==> src/tce_consts.svh <==
// Offsets, write masks, reset values and field positions of the timer
// clear and interrupt enable block; definitions only.
`ifndef TCE_CONSTS_SVH
`define TCE_CONSTS_SVH

`define TCE_ADDR_CLR 12'h000
`define TCE_ADDR_IER0 12'h004
`define TCE_ADDR_IER1 12'h008
`define TCE_ADDR_IER2 12'h00C
`define TCE_ADDR_IER3 12'h010
`define TCE_ADDR_IER4 12'h014
`define TCE_ADDR_IER0B 12'h018
`define TCE_ADDR_IER5 12'h01C
`define TCE_ADDR_STAT 12'h020

`define TCE_RESET_BYTE 8'h00
`define TCE_CLR_WMASK 8'h07
`define TCE_IER_WMASK_CH0 8'h9F
`define TCE_IER_WMASK_CH12 8'hB3
`define TCE_IER_WMASK_CH3 8'h9F
`define TCE_IER_WMASK_CH4 8'hDF
`define TCE_IER0B_WMASK 8'h83
`define TCE_IER5_WMASK 8'h07

`define TCE_BIT_CONV 7
`define TCE_BIT_TROUGH 6
`define TCE_BIT_UNDER 5
`define TCE_BIT_OVER 4
`define TCE_BIT_MD 3
`define TCE_BIT_MC 2
`define TCE_BIT_MB 1
`define TCE_BIT_MA 0
`define TCE_BIT_CLR_U 2
`define TCE_BIT_CLR_V 1
`define TCE_BIT_CLR_W 0

`endif

==> src/tce_pkg.sv <==
// Types shared by the timer clear and interrupt enable block.
// Assumes tce_consts.svh is available on the include path.
package tce_pkg;

	typedef struct packed {
		logic match_a_event;
		logic underflow_flag;
		logic overflow_flag;
		logic match_d_flag;
		logic match_c_flag;
		logic match_b_flag;
		logic match_a_flag;
	} tce_chan_flags_t;

	typedef struct packed {
		logic conv_start;
		logic underflow_irq;
		logic overflow_irq;
		logic match_d_irq;
		logic match_c_irq;
		logic match_b_irq;
		logic match_a_irq;
	} tce_chan_req_t;

	typedef struct packed {
		logic event_u;
		logic event_v;
		logic event_w;
		logic flag_u;
		logic flag_v;
		logic flag_w;
	} tce_ch5_in_t;

	typedef struct packed {
		logic clear_u;
		logic clear_v;
		logic clear_w;
		logic irq_u;
		logic irq_v;
		logic irq_w;
	} tce_ch5_out_t;

endpackage

==> src/tce_irq_gate.sv <==
// Gating of one channel's status flags by its interrupt enable byte.
// Assumes flags and events come from the timer core on the same clock.
`timescale 1ns/1ps
`include "tce_consts.svh"
module tce_irq_gate
	import tce_pkg::*;
#(
	parameter int CH = 0
) (
	input wire logic [7:0] en,
	input wire tce_chan_flags_t flags,
	output logic [7:0] wmask,
	output tce_chan_req_t req
);
	always_comb begin
		case (CH)
			0: wmask = `TCE_IER_WMASK_CH0;
			1, 2: wmask = `TCE_IER_WMASK_CH12;
			3: wmask = `TCE_IER_WMASK_CH3;
			default: wmask = `TCE_IER_WMASK_CH4;
		endcase
	end

	// Enable bits are already masked, so reserved positions gate nothing
	always_comb begin
		req.conv_start = flags.match_a_event & en[`TCE_BIT_CONV];
		req.underflow_irq = flags.underflow_flag & en[`TCE_BIT_UNDER];
		req.overflow_irq = flags.overflow_flag & en[`TCE_BIT_OVER];
		req.match_d_irq = flags.match_d_flag & en[`TCE_BIT_MD];
		req.match_c_irq = flags.match_c_flag & en[`TCE_BIT_MC];
		req.match_b_irq = flags.match_b_flag & en[`TCE_BIT_MB];
		req.match_a_irq = flags.match_a_flag & en[`TCE_BIT_MA];
	end
endmodule

==> src/tce_clr_gate.sv <==
// Counter clear requests and interrupt gating of the three-phase channel.
// Assumes match/capture events are one-cycle pulses from the timer core.
`timescale 1ns/1ps
`include "tce_consts.svh"
module tce_clr_gate
	import tce_pkg::*;
(
	input wire logic [7:0] clear_en,
	input wire logic [7:0] irq_en,
	input wire tce_ch5_in_t ch5_in,
	output tce_ch5_out_t ch5_out
);
	always_comb begin
		ch5_out.clear_u = ch5_in.event_u & clear_en[`TCE_BIT_CLR_U];
		ch5_out.clear_v = ch5_in.event_v & clear_en[`TCE_BIT_CLR_V];
		ch5_out.clear_w = ch5_in.event_w & clear_en[`TCE_BIT_CLR_W];
		ch5_out.irq_u = ch5_in.flag_u & irq_en[`TCE_BIT_CLR_U];
		ch5_out.irq_v = ch5_in.flag_v & irq_en[`TCE_BIT_CLR_V];
		ch5_out.irq_w = ch5_in.flag_w & irq_en[`TCE_BIT_CLR_W];
	end
endmodule

==> src/tce_top.sv <==
// Timer clear enable and per-channel interrupt enable registers on APB.
// Assumes status flags and event pulses arrive on pclk from the timer core.
//
// Operation
// - One 8-bit clear enable register for channel 5; bits 7..3 read zero.
// - Clear-enable bit 2 lets a U match or capture clear counter U.
// - Clear-enable bit 1 lets a V match or capture clear counter V.
// - Clear-enable bit 0 lets a W match or capture clear counter W.
// - Seven interrupt enable registers: two for channel 0, one each for 1..5.
// - Bit 7 in channels 0..4 lets register A events start the converter.
// - Channel 4 bit 6 lets trough underflow start the converter.
// - Bit 6 is reserved and reads zero in channels 0..3.
// - Bit 5 in channels 1 and 2 passes the underflow flag as request.
// - Bit 5 is reserved and reads zero in channels 0, 3 and 4.
// - Bit 4 passes the overflow flag as an overflow request.
// - Bit 3 in channels 0, 3, 4 passes the D flag as request.
// - Bit 3 is reserved and reads zero in channels 1 and 2.
// - Bit 2 passes the C flag in channels 0, 3, 4; reserved in 1, 2.
// - Bits 1 and 0 pass the B and A flags as requests.
//
// Implementation choices: the placing of the registers and register access over APB.
`timescale 1ns/1ps
`include "tce_consts.svh"
module tce_top
	import tce_pkg::*;
(
	input wire logic pclk,
	input wire logic presetn,
	input wire logic psel,
	input wire logic penable,
	input wire logic pwrite,
	input wire logic [11:0] paddr,
	input wire logic [31:0] pwdata,
	input wire logic [3:0] pstrb,
	output logic [31:0] prdata,
	output logic pready,
	output logic pslverr,
	input wire tce_chan_flags_t [4:0] chan_flags,
	input wire logic ch4_trough_event,
	input wire logic ch0_match_e_event,
	input wire logic ch0_match_e_flag,
	input wire logic ch0_match_f_flag,
	input wire tce_ch5_in_t ch5_in,
	output tce_chan_req_t [4:0] chan_req,
	output logic ch4_trough_conv_start,
	output logic ch0_match_e_conv_start,
	output logic ch0_match_e_irq,
	output logic ch0_match_f_irq,
	output tce_ch5_out_t ch5_out
);

	////////////////////////////////////////////////////////////////////////////
	// State

	typedef struct packed {
		logic [7:0] clear_en;
		logic [4:0][7:0] ier;
		logic [7:0] ier0b;
		logic [7:0] ier5;
		logic [31:0] prdata;
		tce_chan_req_t [4:0] req;
		logic trough_conv;
		logic e_conv;
		logic e_irq;
		logic f_irq;
		tce_ch5_out_t ch5;
	} tce_state_t;

	tce_state_t state_reg;
	tce_state_t state_next;
	logic [4:0][7:0] wmask;
	tce_chan_req_t [4:0] gate_req;
	tce_ch5_out_t gate_ch5;
	logic setup;
	logic wr_acc;
	logic mapped;
	logic [7:0] wbyte;
	logic [31:0] rdata;
	logic [31:0] status_word;

	////////////////////////////////////////////////////////////////////////////
	// Per-channel gating

	genvar gi;
	generate
		for (gi = 0; gi < 5; gi++) begin : g_chan
			tce_irq_gate #(
				.CH(gi)
			) u_gate (
				.en(state_reg.ier[gi]),
				.flags(chan_flags[gi]),
				.wmask(wmask[gi]),
				.req(gate_req[gi])
			);
		end
	endgenerate

	tce_clr_gate u_clr (
		.clear_en(state_reg.clear_en),
		.irq_en(state_reg.ier5),
		.ch5_in(ch5_in),
		.ch5_out(gate_ch5)
	);

	////////////////////////////////////////////////////////////////////////////
	// APB decode

	// Zero wait states; read data is captured in the setup cycle
	assign setup = psel & ~penable;
	assign wr_acc = psel & penable & pwrite & pstrb[0];
	assign wbyte = pwdata[7:0];
	assign pready = 1'b1;

	always_comb begin
		status_word = 32'h0000_0000;
		status_word[2:0] = {state_reg.ch5.clear_u, state_reg.ch5.clear_v, state_reg.ch5.clear_w};
		for (int i = 0; i < 5; i++) begin
			status_word[3 + i] = state_reg.req[i].conv_start;
		end
		status_word[8] = state_reg.trough_conv;
		status_word[9] = state_reg.e_conv;
	end

	always_comb begin
		mapped = 1'b1;
		rdata = 32'h0000_0000;
		case (paddr)
			`TCE_ADDR_CLR: rdata[7:0] = state_reg.clear_en;
			`TCE_ADDR_IER0: rdata[7:0] = state_reg.ier[0];
			`TCE_ADDR_IER1: rdata[7:0] = state_reg.ier[1];
			`TCE_ADDR_IER2: rdata[7:0] = state_reg.ier[2];
			`TCE_ADDR_IER3: rdata[7:0] = state_reg.ier[3];
			`TCE_ADDR_IER4: rdata[7:0] = state_reg.ier[4];
			`TCE_ADDR_IER0B: rdata[7:0] = state_reg.ier0b;
			`TCE_ADDR_IER5: rdata[7:0] = state_reg.ier5;
			`TCE_ADDR_STAT: rdata = status_word;
			default: mapped = 1'b0;
		endcase
	end

	assign pslverr = psel & penable & ~mapped;

	////////////////////////////////////////////////////////////////////////////
	// Next state

	always_comb begin
		state_next = state_reg;
		if (setup && !pwrite) begin
			state_next.prdata = rdata;
		end
		if (wr_acc) begin
			// Reserved bits are masked off so they keep reading zero
			case (paddr)
				`TCE_ADDR_CLR: state_next.clear_en = wbyte & `TCE_CLR_WMASK;
				`TCE_ADDR_IER0: state_next.ier[0] = wbyte & wmask[0];
				`TCE_ADDR_IER1: state_next.ier[1] = wbyte & wmask[1];
				`TCE_ADDR_IER2: state_next.ier[2] = wbyte & wmask[2];
				`TCE_ADDR_IER3: state_next.ier[3] = wbyte & wmask[3];
				`TCE_ADDR_IER4: state_next.ier[4] = wbyte & wmask[4];
				`TCE_ADDR_IER0B: state_next.ier0b = wbyte & `TCE_IER0B_WMASK;
				`TCE_ADDR_IER5: state_next.ier5 = wbyte & `TCE_IER5_WMASK;
				default: state_next.ier5 = state_reg.ier5;
			endcase
		end
		state_next.req = gate_req;
		state_next.trough_conv = ch4_trough_event & state_reg.ier[4][`TCE_BIT_TROUGH];
		state_next.e_conv = ch0_match_e_event & state_reg.ier0b[`TCE_BIT_CONV];
		state_next.e_irq = ch0_match_e_flag & state_reg.ier0b[0];
		state_next.f_irq = ch0_match_f_flag & state_reg.ier0b[1];
		state_next.ch5 = gate_ch5;
	end

	always_ff @(posedge pclk or negedge presetn) begin
		if (!presetn) begin
			state_reg <= '0;
		end else begin
			state_reg <= state_next;
		end
	end

	////////////////////////////////////////////////////////////////////////////
	// Outputs

	assign prdata = state_reg.prdata;
	assign chan_req = state_reg.req;
	assign ch4_trough_conv_start = state_reg.trough_conv;
	assign ch0_match_e_conv_start = state_reg.e_conv;
	assign ch0_match_e_irq = state_reg.e_irq;
	assign ch0_match_f_irq = state_reg.f_irq;
	assign ch5_out = state_reg.ch5;
endmodule

==> config.mk <==
export PLATFORM = sky130hd
export DESIGN_NAME = tce_top
export DESIGN_NICKNAME = d
export VERILOG_FILES = /design/src/tce_pkg.sv /design/src/tce_irq_gate.sv /design/src/tce_clr_gate.sv /design/src/tce_top.sv
export VERILOG_INCLUDE_DIRS = /design/src
export SDC_FILE = /design/constraint.sdc
export NUM_CORES = 1
export LEC_CHECK = 0
export BUFFER_PORTS_ARGS = -buffer_cell sky130_fd_sc_hd__buf_2
export CORE_MARGIN = 2
export CORE_UTILIZATION = 23
export CTS_CLUSTER_SIZE = 30
export DETAILED_ROUTE_END_ITERATION = 8
export SYNTH_ARGS = -nofsm -noshare
export SYNTH_HDL_FRONTEND = slang
export SYNTH_SLANG_ARGS = --single-unit
==> constraint.sdc <==
create_clock -name pclk -period 2.4 [get_ports pclk]
set_input_delay 0.24 -clock pclk [delete_from_list [all_inputs] [get_ports pclk]]
set_output_delay 0.24 -clock pclk [all_outputs]
set_load 0.05 [all_outputs]
# == Word level (Yosys, flattened, before mapping) ==
# Index checks and enable logic that the tools add are counted.
# totals
regBits,108
latchBits,0
mem_bits_rw,0
mem_bits_ro,0
in_bits,98
out_inout_bits,79
word_cells,115
n_memories,0
# classes
n_addsub,0
mul,0
n_div,0
n_lt_le_gt_ge,0
eq_ne,8
n_shift,0
n_mux,3
n_bitwise,45
reduce_logical,12
# op_table
op,count
$pmux 8 s9,1
$eq 12x5->1 const B,4
$and 1x1->1,43
$eq 12x4->1 const B,2
$reduce_and 2->1,8
$eq 12x3->1 const B,1
$eq 12x6->1 const B,1
$logic_not 12->1,1
$reduce_or 9->1,1
$mux 2,1
$not 1->1,2
$logic_and 1x1->1,1
$logic_not 1->1,1
$mux 1,1

# == Logic depth before layout (Yosys ltp) ==
# depth
ltp_word,5
mapped_depth,7
depth_no_buf,4

# == Cells and area by module ==
# From an unflattened synthesis, not the netlist that was laid out.
# unflattened
hier_cells,554
area_unflattened_um2,5541.6
# by_module_without_submodules
module,n_inst,cells_each,area_per_inst_um2,seq_area_each_um2
tce_top,1,463,4947.2,2602.5
tce_irq_gate,5,17,111.4,0.0
tce_clr_gate,1,6,37.5,0.0

# == Worst setup path after synthesis ==
# Ideal clock, no wire load.
# synth_path
path_kind,input to output
from,in paddr[3]
to,out pslverr
arrival_time_ns,1.670
required_ns,2.160
path_slack_ns,0.490
stages,4
path_buffers,1
cell_sequence,clkbuf_1 -> nor3_1 -> nand2b_1 -> a31oi_1
# synth_via
elab_chain_len,5
word_cells_on_any_way,13
cone_classes,eq/ne: 8; mux: 1; bitwise: 2; reduce/logical: 2
# synth_rtl
item,line_no,rtl
start: declaration,tce_top.sv:32,"input wire logic [11:0] paddr,"
"$eq 12x6->1, or another cell as far along",tce_top.sv:127,case (paddr)
$reduce_or 9->1 (no line) (*),-,
$mux 1 (*),tce_top.sv:127,
$not 1->1 (*),tce_top.sv:141,assign pslverr = psel & penable & ~mapped;
$and 1x1->1 (*),tce_top.sv:141,
end: declaration,tce_top.sv:37,"output logic pslverr,"
# Mark *: on every way between the ends. The rest lies on a longest branch, timed or not.

# == Worst setup path after layout ==
# layout_path
from,in paddr[9]
to,reg state_reg[92] (netlist bit)
# layout_via
elab_chain_len,2
# layout_rtl
item,line_no,rtl
$eq 12x5->1,tce_top.sv:153,case (paddr)
$reduce_and 2->1 (no line),-,
end signal: assignment,tce_top.sv:177,state_reg <= state_next;
end: declaration,tce_top.sv:69,tce_state_t state_reg;
# Every way passes these cells.
# A chain may end at the register's enable or synchronous reset.

==> out/results.md <==
| Step | Result | Reported |
|:---|:---|:---|
| drt | Remaining antenna violation count | 0 |
| global routing | Global-route wire length before repair | 16.6 mm |
| drt | Average wire per cell in the routed design | 16.2 um |
| pwr | Power density over the cells | 637 nW/um^2 |
| cells and area | Net count, final | 522 |
| sta | Max Clock Freq | 533 MHz |
| min path | Class of the tightest hold or removal check | in -> reg |
| yosys | Mean instance size in the synthesized netlist | 11.8 sq um |
| die | Area of the die | 19100 sq um |
| pwr | Combinational group share of total power | 8.1% |
| placement | Cell Count Post-Placement | 641 |
| sta | Fin Setup TNS | 0 ps |
| die | Row Count | 49 |
| drt | Iteration-0 DRC Markers | 88 |
| cells and area | Filler-free cell count of the finished design | 658 |
| sta | Final-report hold violation count | 0 |
| clock tree | CTS Root Buffer Type | sky130_fd_sc_hd__clkbuf_16 |
| placement | Last weighted congestion value of the routability-driven placer | 0.789 |
| yosys | Syn Std Cell Area | 4140 sq um |
| sta | Unrepaired setup endpoints after global routing | no |
| die | Width of the die | 138 um |
| yosys | Number of synthesized flops with an enable pin | 0 |
| setup path | Critical setup path kind | in -> reg |
| setup path | Crit path required time | 2630 ps |
| pwr | Int Power | 2.31 mW |
| clock tree | Largest buffer count on any clock path | 2 |
| die | Overall die height | 138 um |
| drt | Number of remaining DRC errors | 0 |
| placement | I/O Buffers | 112 |
| clock tree | Count of cells resized by post-cts repair | 0 |
| drt | First-pass iteration count of the detailed router | 4 |
| global routing | Initial antenna violation count | 0 |
| sta | Min Clock Period, post-route | 1880 ps |
| die | Effective utilization at floorplan | 23.3% |
| pwr | Leakage power figure | 2.51 nW |
| sta | Number of slew-limit violations in the final report | 0 |
| setup path | Critical Path Start Type | primary input |
| flow run | Max-Cap Viols | 0 |
| pwr | Power share of the clock group | 44.7% |
| clock tree | Clock transition time at the flip-flop clock pins of the worst setup and hold paths | 60 ps |
| clock tree | Insertion delay to the later sink of the worst-skew pair | 340 ps |
| global routing | Largest net degree at the start of global routing | 53 |
| outcome | Run status | complete, no violations |
| sta | Ratio of final minimum period to clock period | 78.2% |
| clock tree | Number of CTS-inserted buffers | 9 |
| pwr | Max rail drop VDD | 333 uV |
| yosys | Sequential cell area fraction in the yosys report | 52.0% |
| pwr | Share of total power consumed by net switching | 24.7% |
| pwr | Fraction of power consumed by sequential logic | 47.3% |
| sta | Final setup skew | 4.80 ps |
| placement | Placed wire-length estimate after detailed placement | 8.29 mm |
| setup path | Critical path fanouts, max | 4 |
| setup path | Worst endpoint data arrival time | 2110 ps |
| drt | Final wirelength | 10.7 mm |
| yosys | Leading register cell type out of synthesis | sky130_fd_sc_hd__dfrtp_1 |
| cells and area | Fraction of final layout cells with drive strength greater than 1 | 42.0% |
| drt | Total number of vias | 2717 |
| drt | Via density per instance | 4.13 |
| pwr | P_sw | 0.758 mW |
| cells and area | Number of antenna diodes | 0 |
| yosys | Share of flip-flops with an asynchronous set or reset after synthesis | 100% |
| global routing | Number of global-route vias before repair | 2857 |
| sta | Tightest slew margin relative to the limit | 55.5% |
| die | Core area | 17800 sq um |
| clock tree | Clock sinks | 86 |
| cells and area | Area growth syn-to-layout | 16.5% |
| sta | Final setup vio count | 0 |
| setup path | Type of destination of the critical path | flop |
| yosys | Warnings from Yosys | 0 |
| yosys | Number of cells produced by synthesis | 351 |
| die | Ports | 177 |
| clock tree | H-tree depth reported by CTS | 3 |
| yosys | Yosys reg bits | 86 |
| cells and area | Max reg flops | 38 |
| global routing | Overflow left after global routing | 0 |
| global routing | Overall global routing resource usage | 11.5% |
| clock tree | CTS tree | done |
| yosys | Synth unique cells | 42 |
| cells and area | Filler Cells Inserted | 1891 |
| sta | Least-Margin Pin Slew | 667 ps |
[metrics by stage]
stage / total power, mW / instance area [sq um] / util (%) / hold WS [ps] / worst slack (ps)
after floorplan: 1.66 / 4240 / - / -55.6 / 490
after global placement: 1.72 / 4520 / 25.4 / 302 / 234
after detailed placement: 1.73 / 4520 / 25.4 / 323 / 139
after CTS: 3.13 / 4820 / 27.1 / 87.4 / 516
after global routing: 3.20 / 4820 / 27.1 / 90.3 / 417
final: 3.07 / 4820 / 27.1 / 101 / 522
[worst paths after layout]
kind | end | cells past startpoint | slack, ps | from
worst max-delay path | state_reg[92]$_DFFE_PN0P_ | 5 | 520 | paddr[9]
worst max register to register | prdata[2]$_DFFE_PN0P_ | 4 | 910 | state_reg[135]$_DFFE_PN0P_
worst min register to register | prdata[4]$_DFFE_PN0P_ | 2 | 480 | prdata[4]$_DFFE_PN0P_
max in group asynchronous | chan_req[30]$_DFF_PN0_ | 3 | 1220 | presetn
worst min-delay path | chan_req[14]$_DFF_PN0_ | 2 | 100 | chan_flags[14]
min in group asynchronous | ch5_out[2]$_DFF_PN0_ | 2 | 470 | presetn
[critical path: stages]
cell and delay [ps]:
sky130_fd_sc_hd__buf_2 90, sky130_fd_sc_hd__nor4_1 440, sky130_fd_sc_hd__nand3_1 330, sky130_fd_sc_hd__nor3_1 590, sky130_fd_sc_hd__mux2_2 410
[cells in the mapped netlist (4+ instances only)]
cell type / number / area, sq um
sky130_fd_sc_hd__nor2_1: 4 / 15.0
sky130_fd_sc_hd__nand2_1: 18 / 67.6
sky130_fd_sc_hd__mux2_2: 35 / 394
sky130_fd_sc_hd__and2_1: 41 / 257
sky130_fd_sc_hd__dfrtp_1: 86 / 2150
sky130_fd_sc_hd__nand3_1: 5 / 25.0
sky130_fd_sc_hd__a22oi_1: 4 / 30.0
sky130_fd_sc_hd__mux2i_1: 6 / 60.1
sky130_fd_sc_hd__a221oi_1: 6 / 52.6
sky130_fd_sc_hd__buf_4: 74 / 556
sky130_fd_sc_hd__nor3_1: 4 / 20.0
sky130_fd_sc_hd__a211oi_1: 5 / 37.5
sky130_fd_sc_hd__clkbuf_1: 8 / 30.0
sky130_fd_sc_hd__mux2_4: 5 / 75.1
sky130_fd_sc_hd__a21oi_1: 5 / 25.0
[layout make-up]
type	instances	area, sq um	area share (%)
inverter	2	7.51	0.156
clock buffer	12	236	4.91
sequential	86	2150	44.7
timing repair buffer	122	641	13.3
tap	229	287	5.95
multi-input combinational	203	1450	30.0
clock inverter	4	47.5	0.987
[power groups by stage]
stage | combinational [mW] | clock (mW) | sequential (mW)
after global placement | 0.243 | 0 | 1.48
after detailed placement | 0.247 | 0 | 1.48
after global routing | 0.268 | 1.48 | 1.45
after CTS | 0.250 | 1.43 | 1.45
final | 0.247 | 1.37 | 1.45
after floorplan | 0.181 | 0 | 1.48
[placed cells by master, fill, tap and decap left out, types with 2 or more instances in the layout]
cell type and instances:
sky130_fd_sc_hd__conb_1 30, sky130_fd_sc_hd__o21ai_0 3, sky130_fd_sc_hd__a32oi_1 3, sky130_fd_sc_hd__buf_2 111, sky130_fd_sc_hd__nor3_1 4, sky130_fd_sc_hd__o21ai_1 2, sky130_fd_sc_hd__clkbuf_1 3, sky130_fd_sc_hd__a21boi_0 2
sky130_fd_sc_hd__nor4_1 3, sky130_fd_sc_hd__dfrtp_1 86, sky130_fd_sc_hd__nor2_1 4, sky130_fd_sc_hd__a211oi_1 5, sky130_fd_sc_hd__mux2_2 35, sky130_fd_sc_hd__nand2b_1 2, sky130_fd_sc_hd__nand3_1 5, sky130_fd_sc_hd__nand3b_1 2
sky130_fd_sc_hd__a221oi_1 6, sky130_fd_sc_hd__a22oi_1 4, sky130_fd_sc_hd__clkinv_2 2, sky130_fd_sc_hd__clkbuf_16 9, sky130_fd_sc_hd__nand4_1 2, sky130_fd_sc_hd__buf_4 10, sky130_fd_sc_hd__nand2_1 18, sky130_fd_sc_hd__mux2i_1 6
sky130_fd_sc_hd__and2_1 41, sky130_fd_sc_hd__and3_1 3, sky130_fd_sc_hd__inv_1 2, sky130_fd_sc_hd__a21oi_1 5, sky130_fd_sc_hd__mux2_4 5
[timing repair]
item                                    in CTS  in global routing
endpoints found under the setup margin       0                  0
buffers inserted                             0                  0
hold buffers                                 1                  0
hold endpoints to repair                    49                  0
[routing by layer]
metal / up-vias / wire, um / track usage [%]
met5: - / 0 / 0
met4: 0 / 237 / 4.83
met3: 19 / 617 / 3.36
met2: 104 / 5240 / 18.9
met1: 1344 / 4590 / 14.1
li1: 1250 / - / -
[kinds of logic after synthesis]
kind of cell           share of synthesized area, %
and+or+nand+nor                                13.4
DFF                                            52.0
other                                         0.182
muxes                                          13.3
AOI/OAI and AO/OA                              5.51
buffers and inverters                          15.5
Power figures use the tool's default switching activity.
